[src/lmi2c_pkg.sv]
// lmi2c_pkg: constants shared by the led matrix two-wire register port.
// assumes a single 40 MHz system clock domain.
package lmi2c_pkg;
   // two-wire addressing
   localparam logic [2:0] ADDR_FIXED = 3'h5;
   localparam logic [7:0] UNLOCK_VALUE = 8'hc5;
   // register offsets
   localparam logic [7:0] REG_IRQ_MASK = 8'hf0;
   localparam logic [7:0] REG_IRQ_FLAGS = 8'hf1;
   localparam logic [7:0] REG_PAGE_SEL = 8'hfd;
   localparam logic [7:0] REG_UNLOCK = 8'hfe;
   // readable paged windows
   localparam logic [7:0] OPEN_SHORT_FIRST = 8'h18;
   localparam logic [7:0] OPEN_SHORT_LAST = 8'h45;
   localparam logic [7:0] FUNC_RESET_REG = 8'h11;
   // page codes
   localparam logic [7:0] PAGE_LED_CONTROL = 8'h00;
   localparam logic [7:0] PAGE_FUNCTION = 8'h03;
   // reset values
   localparam logic [7:0] PAGE_SEL_RESET = 8'h00;
   localparam logic [7:0] UNLOCK_RESET = 8'h00;
   localparam logic [3:0] IRQ_MASK_RESET = 4'h0;
   localparam logic [4:0] IRQ_FLAGS_RESET = 5'h00;
   // irq mask field positions
   localparam int MASK_SELF_CLEAR = 3;
   localparam int MASK_BREATH = 2;
   localparam int MASK_SHORT = 1;
   localparam int MASK_OPEN = 0;
   // timing
   localparam longint CLK_HZ = 40000000;
   localparam longint SELF_CLEAR_MS = 8;
   localparam longint SELF_CLEAR_CYC = SELF_CLEAR_MS * CLK_HZ / 1000;
   typedef enum logic [3:0] {
      ST_IDLE, ST_ADDR, ST_ADDR_ACK, ST_REG, ST_REG_ACK,
      ST_WDATA, ST_WDATA_ACK, ST_RDATA, ST_MASTER_ACK, ST_SKIP
   } lmi2c_state_t;
endpackage

[src/lmi2c_irq_if.sv]
// lmi2c_irq_if: carries mask, flags and read-clear between port and irq logic.
// assumes both ends sit on sys_clk.
`timescale 1ns/100ps
interface lmi2c_irq_if;
   logic [3:0] mask;
   logic [4:0] flags;
   logic status_rd;
   modport port (output mask, output status_rd, input flags);
   modport irq (input mask, input status_rd, output flags);
endinterface

[src/lmi2c_irq.sv]
// lmi2c_irq: sticky interrupt flags, enables and timed self-release.
// assumes event inputs are one-cycle pulses on sys_clk.
`timescale 1ns/100ps
module lmi2c_irq import lmi2c_pkg::*; #(
   parameter int unsigned CLEAR_CYC = 320000
) (
   // clock and reset
   input wire logic sys_clk,
   input wire logic rst_n,
   // events: breath three..one, short, open
   input wire logic [4:0] evt,
   // register side
   lmi2c_irq_if.irq ifc,
   // pin
   output logic irq_out_n
);
   logic [4:0] flags_q;
   logic [4:0] enable;
   logic active;
   logic [31:0] low_cnt_q;
   logic expire;

   if (CLEAR_CYC < 1) begin : g_chk
      $error("lmi2c_irq: CLEAR_CYC must be at least 1");
   end

   assign enable = {{3{ifc.mask[MASK_BREATH]}}, ifc.mask[MASK_SHORT], ifc.mask[MASK_OPEN]};
   assign active = |(flags_q & enable);
   // released only after the pin has been low strictly longer than the limit
   assign expire = ifc.mask[MASK_SELF_CLEAR] && !irq_out_n && (low_cnt_q >= CLEAR_CYC);
   assign ifc.flags = flags_q;

   // sticky flags; an event in the clearing cycle survives
   always_ff @(posedge sys_clk or negedge rst_n) begin
      if (!rst_n) begin
         flags_q <= IRQ_FLAGS_RESET;
      end else if (ifc.status_rd || expire) begin
         flags_q <= evt;
      end else begin
         flags_q <= flags_q | evt;
      end
   end

   always_ff @(posedge sys_clk or negedge rst_n) begin
      if (!rst_n) begin
         low_cnt_q <= '0;
      end else if (irq_out_n || expire) begin
         low_cnt_q <= '0;
      end else if (low_cnt_q < CLEAR_CYC) begin
         low_cnt_q <= low_cnt_q + 32'h1;
      end
   end

   always_ff @(posedge sys_clk or negedge rst_n) begin
      if (!rst_n) begin
         irq_out_n <= 1'b1;
      end else begin
         irq_out_n <= !(active && !expire);
      end
   end
endmodule

[src/lmi2c_port.sv]
// lmi2c_port: two-wire slave register port of a matrix led driver.
// assumes scl, sda and straps come from outside sys_clk; page store is external.
// Overview of operation
// - answer the 7-bit address whose top three bits are 101
// - direction bit 0 means write, 1 means read
// - strap pins give address bits 1:0 (low) and 3:2 (high)
// - sda falling while scl high is start; begin address compare
// - sda rising while scl high is stop; ends the transfer
// - sda sampled while scl high, bytes msb first
// - on matching address, hold sda low through the ninth clock
// - first byte after write address is the register pointer, acknowledged
// - acknowledge every received data byte on its ninth clock
// - pointer increments by one during each data acknowledge
// - readable: unlock key, flags, page zero open/short, page three reset
// - read: write pointer, repeated start, read address, device returns data
// - page select values 00 to 03 pick pages zero to three
// - paged writes land in the currently selected page
// - after reset page select is locked and selects page zero
// - key c5 allows one page select write, then key returns to 00
// - mask holds four enables at zero, bits 7:4 unused
// - without self-clear an interrupt stays asserted
// - with self-clear, release irq after more than 8 ms low
// - flags: breath three..one in 4:2, short bit 1, open bit 0
`timescale 1ns/100ps
module lmi2c_port import lmi2c_pkg::*; #(
   parameter int unsigned SELF_CLEAR_CYCLES = 32'(SELF_CLEAR_CYC)
) (
   // clock and reset
   input wire logic sys_clk,
   input wire logic rst_n,
   // two-wire bus pins
   input wire logic scl_in,
   input wire logic sda_in,
   output logic sda_out,
   output logic sda_oe,
   // address straps, coded 00 gnd, 01 scl, 10 sda, 11 supply
   input wire logic [1:0] addr_strap_low,
   input wire logic [1:0] addr_strap_high,
   // paged register write port
   output logic page_wr_stb,
   output logic [7:0] page_wr_page,
   output logic [7:0] page_wr_addr,
   output logic [7:0] page_wr_data,
   // paged register read port
   output logic [7:0] page_rd_page,
   output logic [7:0] page_rd_addr,
   input wire logic [7:0] page_rd_data,
   // interrupt events and pin
   input wire logic [4:0] irq_events,
   output logic irq_out_n
);
   lmi2c_irq_if irq_bus ();

   logic [1:0] line_s;
   logic [3:0] strap_s;
   logic scl_prev_q;
   logic sda_prev_q;
   logic scl_rise;
   logic scl_fall;
   logic start_seen;
   logic stop_seen;
   lmi2c_state_t state_q;
   logic [3:0] cnt_q;
   logic [7:0] shift_q;
   logic [7:0] tx_q;
   logic [7:0] ptr_q;
   logic rw_q;
   logic master_ack_q;
   logic [7:0] page_q;
   logic [7:0] key_q;
   logic [3:0] mask_q;
   logic addr_match;
   logic wr_fire;
   logic [7:0] rd_value;
   logic rd_load;

   // pins cross into sys_clk before anything looks at them
   lmi2c_sync #(.WIDTH(2)) u_line_sync (
      .sys_clk(sys_clk),
      .rst_n(rst_n),
      .d({scl_in, sda_in}),
      .q(line_s)
   );

   lmi2c_sync #(.WIDTH(4)) u_strap_sync (
      .sys_clk(sys_clk),
      .rst_n(rst_n),
      .d({addr_strap_high, addr_strap_low}),
      .q(strap_s)
   );

   lmi2c_irq #(.CLEAR_CYC(SELF_CLEAR_CYCLES)) u_irq (
      .sys_clk(sys_clk),
      .rst_n(rst_n),
      .evt(irq_events),
      .ifc(irq_bus.irq),
      .irq_out_n(irq_out_n)
   );

   // released sda idles high at reset, so no false start
   always_ff @(posedge sys_clk or negedge rst_n) begin
      if (!rst_n) begin
         scl_prev_q <= 1'b1;
         sda_prev_q <= 1'b1;
      end else begin
         scl_prev_q <= line_s[1];
         sda_prev_q <= line_s[0];
      end
   end

   assign scl_rise = line_s[1] && !scl_prev_q;
   assign scl_fall = !line_s[1] && scl_prev_q;
   assign start_seen = line_s[1] && scl_prev_q && sda_prev_q && !line_s[0];
   assign stop_seen = line_s[1] && scl_prev_q && !sda_prev_q && line_s[0];

   // shift holds 7 address bits then direction bit
   assign addr_match = shift_q[7:1] == {ADDR_FIXED, strap_s[3:2], strap_s[1:0]};

   // write commits on the falling edge ending the eighth data bit
   assign wr_fire = scl_fall && (state_q == ST_WDATA) && (cnt_q == 4'h8);

   // value for a read from the current pointer
   always_comb begin
      rd_value = 8'h00;
      if (ptr_q == REG_UNLOCK) begin
         rd_value = key_q;
      end else if (ptr_q == REG_IRQ_FLAGS) begin
         rd_value = {3'h0, irq_bus.flags};
      end else if (page_q == PAGE_LED_CONTROL && ptr_q >= OPEN_SHORT_FIRST
                   && ptr_q <= OPEN_SHORT_LAST) begin
         rd_value = page_rd_data;
      end else if ((page_q == PAGE_LED_CONTROL || page_q == PAGE_FUNCTION)
                   && ptr_q == FUNC_RESET_REG) begin
         // page three reset register, reached with page zero selected
         rd_value = page_rd_data;
      end
   end

   // a byte is fetched for transmit on these falling edges
   assign rd_load = scl_fall && ((state_q == ST_ADDR_ACK && rw_q)
                    || (state_q == ST_MASTER_ACK && master_ack_q));

   // bus state machine
   always_ff @(posedge sys_clk or negedge rst_n) begin
      if (!rst_n) begin
         state_q <= ST_IDLE;
      end else if (start_seen) begin
         state_q <= ST_ADDR;
      end else if (stop_seen) begin
         state_q <= ST_IDLE;
      end else if (scl_fall) begin
         case (state_q)
            ST_ADDR: begin
               if (cnt_q == 4'h8) begin
                  state_q <= addr_match ? ST_ADDR_ACK : ST_SKIP;
               end
            end
            ST_ADDR_ACK: begin
               state_q <= rw_q ? ST_RDATA : ST_REG;
            end
            ST_REG: begin
               if (cnt_q == 4'h8) begin
                  state_q <= ST_REG_ACK;
               end
            end
            ST_REG_ACK: begin
               state_q <= ST_WDATA;
            end
            ST_WDATA: begin
               if (cnt_q == 4'h8) begin
                  state_q <= ST_WDATA_ACK;
               end
            end
            ST_WDATA_ACK: begin
               state_q <= ST_WDATA;
            end
            ST_RDATA: begin
               if (cnt_q == 4'h8) begin
                  state_q <= ST_MASTER_ACK;
               end
            end
            ST_MASTER_ACK: begin
               // a missing master acknowledge ends the read
               state_q <= master_ack_q ? ST_RDATA : ST_SKIP;
            end
            default: begin
               state_q <= state_q;
            end
         endcase
      end
   end

   // bit counter: received bits, or bits already put on sda when sending
   always_ff @(posedge sys_clk or negedge rst_n) begin
      if (!rst_n) begin
         cnt_q <= 4'h0;
      end else if (start_seen) begin
         cnt_q <= 4'h0;
      end else if (scl_rise && cnt_q < 4'h8 && (state_q == ST_ADDR
                   || state_q == ST_REG || state_q == ST_WDATA)) begin
         cnt_q <= cnt_q + 4'h1;
      end else if (scl_fall) begin
         if (rd_load) begin
            cnt_q <= 4'h1;
         end else if (state_q == ST_RDATA && cnt_q < 4'h8) begin
            cnt_q <= cnt_q + 4'h1;
         end else if (state_q == ST_ADDR_ACK || state_q == ST_REG_ACK
                      || state_q == ST_WDATA_ACK) begin
            cnt_q <= 4'h0;
         end
      end
   end

   // receive shifter, msb first
   always_ff @(posedge sys_clk or negedge rst_n) begin
      if (!rst_n) begin
         shift_q <= 8'h00;
      end else if (scl_rise && cnt_q < 4'h8 && (state_q == ST_ADDR
                   || state_q == ST_REG || state_q == ST_WDATA)) begin
         shift_q <= {shift_q[6:0], line_s[0]};
      end
   end

   // direction bit and master acknowledge
   always_ff @(posedge sys_clk or negedge rst_n) begin
      if (!rst_n) begin
         rw_q <= 1'b0;
         master_ack_q <= 1'b0;
      end else begin
         if (scl_fall && state_q == ST_ADDR && cnt_q == 4'h8) begin
            rw_q <= shift_q[0];
         end
         if (scl_rise && state_q == ST_MASTER_ACK) begin
            master_ack_q <= !line_s[0];
         end
      end
   end

   // register pointer; kept across a repeated start for the read phase
   always_ff @(posedge sys_clk or negedge rst_n) begin
      if (!rst_n) begin
         ptr_q <= 8'h00;
      end else if (scl_fall && state_q == ST_REG && cnt_q == 4'h8) begin
         ptr_q <= shift_q;
      end else if (wr_fire) begin
         ptr_q <= ptr_q + 8'h01;
      end else if (scl_rise && state_q == ST_MASTER_ACK && !line_s[0]) begin
         // advanced well before the next fetch so the page store can answer
         ptr_q <= ptr_q + 8'h01;
      end
   end

   // transmit byte
   always_ff @(posedge sys_clk or negedge rst_n) begin
      if (!rst_n) begin
         tx_q <= 8'h00;
      end else if (rd_load) begin
         tx_q <= rd_value;
      end
   end

   // reading the flags register clears all flags held one cycle after the fetch, including one raised at the fetch edge
   always_ff @(posedge sys_clk or negedge rst_n) begin
      if (!rst_n) begin
         irq_bus.status_rd <= 1'b0;
      end else begin
         irq_bus.status_rd <= rd_load && ptr_q == REG_IRQ_FLAGS;
      end
   end

   // sda driver; open drain, so only ever pulls low
   always_ff @(posedge sys_clk or negedge rst_n) begin
      if (!rst_n) begin
         sda_oe <= 1'b0;
      end else if (start_seen || stop_seen) begin
         sda_oe <= 1'b0;
      end else if (scl_fall) begin
         case (state_q)
            ST_ADDR: begin
               sda_oe <= cnt_q == 4'h8 && addr_match;
            end
            ST_REG, ST_WDATA: begin
               sda_oe <= cnt_q == 4'h8;
            end
            ST_ADDR_ACK: begin
               sda_oe <= rw_q && !rd_value[7];
            end
            ST_RDATA: begin
               sda_oe <= cnt_q < 4'h8 && !tx_q[3'(7 - cnt_q)];
            end
            ST_MASTER_ACK: begin
               sda_oe <= master_ack_q && !rd_value[7];
            end
            default: begin
               sda_oe <= 1'b0;
            end
         endcase
      end
   end

   always_ff @(posedge sys_clk or negedge rst_n) begin
      if (!rst_n) begin
         sda_out <= 1'b0;
      end else begin
         sda_out <= 1'b0;
      end
   end

   // page select and its one-shot unlock key
   always_ff @(posedge sys_clk or negedge rst_n) begin
      if (!rst_n) begin
         page_q <= PAGE_SEL_RESET;
         key_q <= UNLOCK_RESET;
      end else if (wr_fire) begin
         if (ptr_q == REG_UNLOCK) begin
            key_q <= shift_q;
         end else if (ptr_q == REG_PAGE_SEL && key_q == UNLOCK_VALUE) begin
            page_q <= shift_q;
            key_q <= UNLOCK_RESET;
         end
      end
   end

   // interrupt mask; upper bits are not stored
   always_ff @(posedge sys_clk or negedge rst_n) begin
      if (!rst_n) begin
         mask_q <= IRQ_MASK_RESET;
      end else if (wr_fire && ptr_q == REG_IRQ_MASK) begin
         mask_q <= shift_q[3:0];
      end
   end

   assign irq_bus.mask = mask_q;

   // paged writes go out with the page current at that moment
   always_ff @(posedge sys_clk or negedge rst_n) begin
      if (!rst_n) begin
         page_wr_stb <= 1'b0;
         page_wr_page <= 8'h00;
         page_wr_addr <= 8'h00;
         page_wr_data <= 8'h00;
      end else begin
         page_wr_stb <= wr_fire && ptr_q != REG_IRQ_MASK && ptr_q != REG_IRQ_FLAGS
                        && ptr_q != REG_PAGE_SEL && ptr_q != REG_UNLOCK;
         if (wr_fire) begin
            page_wr_page <= page_q;
            page_wr_addr <= ptr_q;
            page_wr_data <= shift_q;
         end
      end
   end

   // read address follows the pointer one cycle later
   always_ff @(posedge sys_clk or negedge rst_n) begin
      if (!rst_n) begin
         page_rd_page <= 8'h00;
         page_rd_addr <= 8'h00;
      end else begin
         if (ptr_q == FUNC_RESET_REG) begin
            page_rd_page <= PAGE_FUNCTION;
         end else begin
            page_rd_page <= page_q;
         end
         page_rd_addr <= ptr_q;
      end
   end
endmodule

[src/lmi2c_sync.sv]
// lmi2c_sync: two flip-flop synchroniser for levels from outside sys_clk.
// assumes inputs are quasi-static or slow against sys_clk.
`timescale 1ns/100ps
module lmi2c_sync import lmi2c_pkg::*; #(
   parameter int WIDTH = 2
) (
   // clock and reset
   input wire logic sys_clk,
   input wire logic rst_n,
   // level in and out
   input wire logic [WIDTH-1:0] d,
   output logic [WIDTH-1:0] q
);
   logic [WIDTH-1:0] meta_q;

   if (WIDTH < 1) begin : g_chk
      $error("lmi2c_sync: WIDTH must be at least 1");
   end

   always_ff @(posedge sys_clk or negedge rst_n) begin
      if (!rst_n) begin
         // idle bus level, so edge detectors see no false edge after reset
         meta_q <= '1;
         q <= '1;
      end else begin
         meta_q <= d;
         q <= meta_q;
      end
   end
endmodule
[config.mk]
export PLATFORM = sky130hd
export DESIGN_NAME = lmi2c_port
export DESIGN_NICKNAME = d
export VERILOG_FILES = /design/src/lmi2c_pkg.sv /design/src/lmi2c_irq_if.sv /design/src/lmi2c_irq.sv /design/src/lmi2c_port.sv /design/src/lmi2c_sync.sv
export SDC_FILE = /design/constraint.sdc
export NUM_CORES = 1
export LEC_CHECK = 0
export ABC_CLOCK_PERIOD_IN_PS = 3100
export BUFFER_PORTS_ARGS = -buffer_cell sky130_fd_sc_hd__buf_2
export CORE_MARGIN = 3
export CORE_UTILIZATION = 40
export DETAILED_ROUTE_END_ITERATION = 16
export PLACE_DENSITY = 0.57
export SLEW_MARGIN = 20
export SYNTH_ARGS = -nofsm -noshare
export SYNTH_HDL_FRONTEND = slang
export SYNTH_SLANG_ARGS = --single-unit
[constraint.sdc]
create_clock -name sys_clk -period 3.1 [get_ports sys_clk]
set_input_delay 0.155 -clock sys_clk [delete_from_list [all_inputs] [get_ports sys_clk]]
set_output_delay 0.155 -clock sys_clk [all_outputs]
set_load 0.01 [all_outputs]
# Yosys cells after proc, flatten, opt, wreduce, memory -nomap -nowiden
# Index checks and enable logic that the tools add are counted.
totals:
  in_bits: 21
  output_inout_bits: 44
  register_bits: 149
  word_cells: 172
op_classes:
  reduce_logical: 72
  add_sub_neg: 4
  eq_ne: 25
  mux: 35
  n_lt_le_gt_ge: 6
  n_bitwise: 3
ops:
  columns: ["operator", "count"]
  rows:
  - ["$mux 8", 10]
  - ["$mux 32", 2]
  - ["$mux 4", 15]
  - ["$eq 8x8->1 const B", 5]
  - ["$logic_and 1x1->1", 38]
  - ["$add 32x1->32 const B", 1]
  - ["$ge 32x19->1 const B", 1]
  - ["$lt 32x19->1 const B", 1]
  - ["$ne 8x8->1 const B", 4]
  - ["$pmux 4 s7", 1]
  - ["$eq 4x3->1 const B", 4]
  - ["$ne 4x3->1 const B", 3]
  - ["$logic_not 1->1", 9]
  - ["$logic_or 1x1->1", 9]
  - ["$reduce_bool 3->1", 3]
  - ["$reduce_bool 9->1", 1]
  - ["$add 8x1->8 const B", 1]
  - ["$eq 4x2->1 const B", 2]
  - ["$eq 4x4->1 const B", 2]
  - ["$eq 8x2->1 const B", 1]
  - ["$eq 8x5->1 const B", 1]
  - ["$ge 8x5->1 const B", 1]
  - ["$le 8x7->1 const B", 1]
  - ["$logic_not 8->1", 1]
  - ["other kinds (22)", 28]

# Logic depth before layout (Yosys ltp)
logic_depth:
  ltp_word: 12
  mapped_depth: 8
  depth_no_buf: 7

# Hierarchy
# From an unflattened synthesis, not the netlist that was laid out.
unflattened:
  hier_cells: 596
  hier_area_um2: 6646.4
by_module_without_submodules:
  columns: ["module", "area_per_inst_um2", "seq_area_each_um2", "cells_each", "n_inst"]
  rows:
  - ["lmi2c_port", 4546.9, 2479.9, 419, 1]
  - ["lmi2c_irq", 1784.2, 952.2, 165, 1]
  - ["lmi2c_sync at u_strap_sync", 210.2, 210.2, 8, 1]
  - ["lmi2c_sync at u_line_sync", 105.1, 105.1, 4, 1]

# Worst setup path before layout
# OpenSTA, ideal clock, no wires.
synth_path:
  path_type: "register -> register"
  start: "register ptr_q[4]"
  end: "register sda_oe"
  setup_time_ps: 126
  path_stages_with_launch: 7
  slack_ps: 930
  period_less_slack_ps: 2170
  required_time_ps: 2974
  path_buffers: 1
  t_arrival_ps: 2044
  path_cell_list: "dfrtp_1 buf_6 or4_1 a31o_1 a221oi_4 a21oi_2 a221o_1"
synth_between:
  elab_chain_cells: 11
  elab_cells_between_ends: 18
  classes_between: "order compare (2); eq/ne (3); mux (7); reduce/logical (6)"
synth_lines:
  columns: ["element", "line_no", "source"]
  rows:
  - ["start, declared", "lmi2c_port.sv:66", "logic [7:0] ptr_q;"]
  - ["start signal, assigned", "lmi2c_port.sv:244", "ptr_q <= shift_q;"]
  - ["start signal, assigned", "lmi2c_port.sv:246", "ptr_q <= ptr_q + 8'h01;"]
  - ["start signal, assigned", "lmi2c_port.sv:249", "ptr_q <= ptr_q + 8'h01;"]
  - ["$ge 8x5->1 or $eq 8x5->1 (tied branches)", "lmi2c_port.sv:129, lmi2c_port.sv:133", null]
  - ["$logic_and 1x1->1, on equally long branches", "lmi2c_port.sv:129, lmi2c_port.sv:133", null]
  - ["$logic_and 1x1->1 or $mux 8 (tied branches)", "lmi2c_port.sv:130, lmi2c_port.sv:132", null]
  - ["$mux 8", "lmi2c_port.sv:129", "end else if (page_q == PAGE_LED_CONTROL && ptr_q >= OPEN_SHORT_FIRST"]
  - ["$mux 8", "lmi2c_port.sv:127", "end else if (ptr_q == REG_IRQ_FLAGS) begin"]
  - ["$mux 8 *", "lmi2c_port.sv:125", "if (ptr_q == REG_UNLOCK) begin"]
  - ["$logic_not 1->1 *", "lmi2c_port.sv:286, lmi2c_port.sv:292", null]
  - ["$logic_and 1x1->1, on equally long branches", "lmi2c_port.sv:292, lmi2c_port.sv:286", null]
  - ["$pmux 1 s5 *", "lmi2c_port.sv:278", "case (state_q)"]
  - ["$mux 1 *", "lmi2c_port.sv:277", "end else if (scl_fall) begin"]
  - ["$mux 1 *", "lmi2c_port.sv:275", "end else if (start_seen || stop_seen) begin"]
  - ["end signal, assigned", "lmi2c_port.sv:280", "sda_oe <= cnt_q == 4'h8 && addr_match;"]
  - ["end signal, assigned", "lmi2c_port.sv:286", "sda_oe <= rw_q && !rd_value[7];"]
  - ["end signal, assigned", "lmi2c_port.sv:292", "sda_oe <= master_ack_q && !rd_value[7];"]
  - ["end, declared", "lmi2c_port.sv:35", "output logic sda_oe,"]
# Every way passes the cells marked *; elsewhere a longest branch is shown, timed or not. The select of a mux whose other input is x is not followed.
# A chain may end at the register's enable or synchronous reset.

# Final worst setup path
layout_path:
  start: "register scl_prev_q"
  end: "register page_q[6]"
layout_between:
  elab_chain_cells: 4
layout_lines:
  columns: ["element", "line_no", "source"]
  rows:
  - ["start, declared", "lmi2c_port.sv:56", "logic scl_prev_q;"]
  - ["start signal, assigned", "lmi2c_port.sv:106", "scl_prev_q <= line_s[1];"]
  - ["$logic_and 1x1->1", "lmi2c_port.sv:112", "assign scl_fall = !line_s[1] && scl_prev_q;"]
  - ["$logic_and 1x1->1 (2 in a row)", "lmi2c_port.sv:120", "assign wr_fire = scl_fall && (state_q == ST_WDATA) && (cnt_q == 4'h8);"]
  - ["$reduce_and 3->1 (no line)", null, null]
  - ["end signal, assigned", "lmi2c_port.sv:318", "page_q <= shift_q;"]
  - ["end, declared", "lmi2c_port.sv:69", "logic [7:0] page_q;"]
# Every way passes these cells.

==> qor.txt <==
Die span in x: 136 µm
Avg WL per Cell: 16.4 µm
Global route hottest layer: met2
Clk network pwr share: 48.2%
GR Util met3: 5.09%
HP Class: primary input to flop
CTS tree: yes
Vias: 5039
Avg Cell Area, Syn: 10.4 µm²
Tmin final: 2.38 ns
Pwr Density: 522 mW/mm²
Reg clk slew, reported paths: 0.07 ns
Slew headroom: 45.1%
Grt total ovfl: 0
Antenna Nets Post-Route: 0
Ranking of synthesized cells by area: dfrtp_1 50%, nand2_1 6.6%, dfstp_2 5.9%
Clk root buf: clkbuf_16
R2R cell count: 5
Vias per cell: 5.28
WP data required: 3.41 ns
DRT Wirelength: 15600 µm
Global-route wire length before repair: 26000 µm
Worst skew pair latency: 0.43 ns
GRT Overall Usage: 18.0%
Inserted Clock Buffers: 17
Vias in the first global route: 4956
Setup CP Type: flop to flop
Cells after synthesis: 649
Tcrit/Tclk final: 76.8%
Largest net degree at the start of global routing: 83
Synth async-reset ratio: 100%
Layout Nets: 754
Antenna Diode Count: 0
MaxCap Viol Count: 0
Net Sw Frac: 24.9%
Row count: 46
Seq pwr share: 48.8%
Fmax: 420 MHz
Syn. warnings: 0
Pre-CTS setup slack: 0.732 ns
Setup TNS: 0 ns
Count of input and output buffers: 63
CP cell instances: nor2b_1 > nand4_1 > buf_4 > nor4_4 > mux2_2
Final hold slack: 0.0250 ns
Final setup viols: 0
Final Max Tran Viols: 0
Starting Density: 41.6%
Worst path slowest cell: dfstp_2
Die Area: 0.0184 mm²
Post-CTS Setup Bufs: 0
Yosys top cell area share: 49.8%
Initial antenna violation count: 0
DRT Pass-1 Iters: 4
Largest stage delay, worst path: 0.57 ns
CP arrival: 2.69 ns
RSZ-0062 raised after global routing: false
Core box area: 0.0162 mm²
Synthesized area: 0.00673 mm²
NetSw: 1040 µW
Internal power: 3140 µW
Met1 Usage GRT: 25.6%
Yosys reg bits: 149
Gate power share: 3.1%
Crit end category: flop
Clk buf depth: 2
Drt initial violations: 327
Area leader, netlist: dfrtp_1
GR Util met2: 27.2%
Final worst slack: 0.720 ns
Most common flop cell mapped by yosys: dfrtp_1
Tot Pwr: 4190 µW
Synth Net Count: 678
Final setup skew: 0.00984 ns
Htree depth: 4
Post-synth cell types: 70
DIE HEIGHT: 136 µm
DP HPWL: 10800 µm
Worst setup SP type: flop
Seq/Total Area, Yosys: 55.7%
EDFF count, synth: 0
# clock sinks: 149
I/O pin cnt: 65
Max Fanout on Critical Path: 31
Routability Congestion: 0.842
Hold depth: 3
Worst vdd ir: 0.000433 V
Share of cells above drive strength 1: 20.2%
P&R area growth vs syn: 19.3%
Pleak: 0.00374 µW
Worst-margin pin slew: 0.815 ns
Post-layout util: 49.6%
Fin. Hold Viols: 0
Outcome: complete, no violations
Drc violations: 0
-- final cells by class --
| cell class | instances | area (µm²) |
|---|---|---|
| clock buffers | 18 | 450 |
| inverters | 10 | 37.5 |
| fillers | 1503 | 8150 |
| well taps | 216 | 270 |
| multi-input cells | 455 | 2790 |
| clock inverters | 14 | 131 |
| flip-flops and latches | 149 | 3750 |
| repair buffers | 92 | 594 |
-- critical path, delay by kind of cell (launching register included) --
kind / cells / cell delay [ns]
flip-flops: 1 / 0.57
AND/OR/NAND/NOR: 3 / 1.00
buffers and inverters: 1 / 0.28
multiplexers: 1 / 0.40
-- metrics by stage --
step,std cells,area [µm²]
floorplan,649,6730
global placement,905,7270
detailed placement,905,7270
CTS,954,8030
global route,954,8030
finish,954,8030
-- sequential cells by signal (all words and copies together) (netlist names), 5 cells and up --
name / count
u_irq.low_cnt_q: 32
page_q: 8
page_wr_data: 8
page_wr_addr: 8
ptr_q: 8
page_rd_page: 8
page_wr_page: 8
u_irq.ifc.flags: 5
page_rd_addr: 8
key_q: 8
shift_q: 8
tx_q: 8
-- cells by family after synthesis --
logic type                 share of synthesized area, %
and+or+nand+nor                                    21.4
DFF                                                55.7
AOI/OAI and AO/OA                                  12.0
buffers and inverters                              2.77
xor gates and xnor gates                           3.12
muxes                                              3.44
adders and majority gates                          1.49
other                                            0.0557
-- final timing paths --
| path | from | end | slack [ns] |
|---|---|---|---|
| worst min-delay path | page_rd_data[1] | tx_q[1] | 0.02 |
| min in group asynchronous | rst_n | page_wr_addr[2] | 0.34 |
| worst max register to register | scl_prev_q | page_q[6] | 0.72 |
| worst min register to register | u_strap_sync.meta_q[1] | u_strap_sync.q[1] | 0.36 |
| worst max-delay path | scl_prev_q | page_q[6] | 0.72 |
| max in group asynchronous | rst_n | scl_prev_q | 1.95 |
-- power by group through the flow --
stage	sequential, µW	clock, µW	combinational [µW]
finish	2040	2020	129
global route	2050	2160	147
CTS	2040	2060	132
detailed placement	2080	0	116
global placement	2080	0	114
floorplan	2030	0	73.8
-- cells in the final DEF (no fill, tap or decap), drive strengths merged, types with 17 or more instances in the layout --
master	n
dfrtp	134
nand2	118
buf	75
nor2	47
a21oi	31
and2	27
o21ai	20
inv	20
xnor2	19
clkbuf	18
nor3	17
dlygate4sd3	17
-- routing by layer --
| layer | vias up | part of all wire [%] |
|---|---|---|
| met5 | - | 0 |
| met4 | 0 | 1.6 |
| met3 | 23 | 4.9 |
| met2 | 114 | 46 |
| met1 | 2478 | 48 |
| li1 | 2424 | - |
-- cell usage after synthesis (2+ instances only) --
library cell and number:
o21ai_0 19, o21a_1 2, clkbuf_1 25, buf_1 3
nand2_1 118, nand3b_1 3, a32o_1 2, nor2b_1 7
or2_2 3, nor4_1 11, a31oi_1 3, xor2_1 5
o2111ai_1 3, or3_1 8, inv_1 10, nand4_1 7
nand2b_1 8, and4_1 5, dfrtp_1 134, o22ai_1 2
nor3_1 17, a211oi_1 2, a22o_1 9, a21o_1 7
nor3b_1 2, buf_2 5, or4_1 2, mux2_2 13
mux2i_1 4, nor4b_1 5, a21oi_1 30, and2_1 26
nand3_1 9, xnor2_1 19, and3_1 2, mux4_2 2
ha_1 8, o31ai_1 3, dfstp_2 15, a221oi_1 6
nor2_1 47, o211ai_1 10
-- timing repair --
| item | in CTS | in global routing |
|---|---|---|
| hold endpoints to repair | 95 | 0 |
| hold buffers | 17 | 0 |
| endpoints found under the setup margin | 0 | 0 |
| gates resized for setup | 0 | 0 |
(Power assumes the default switching activity.)
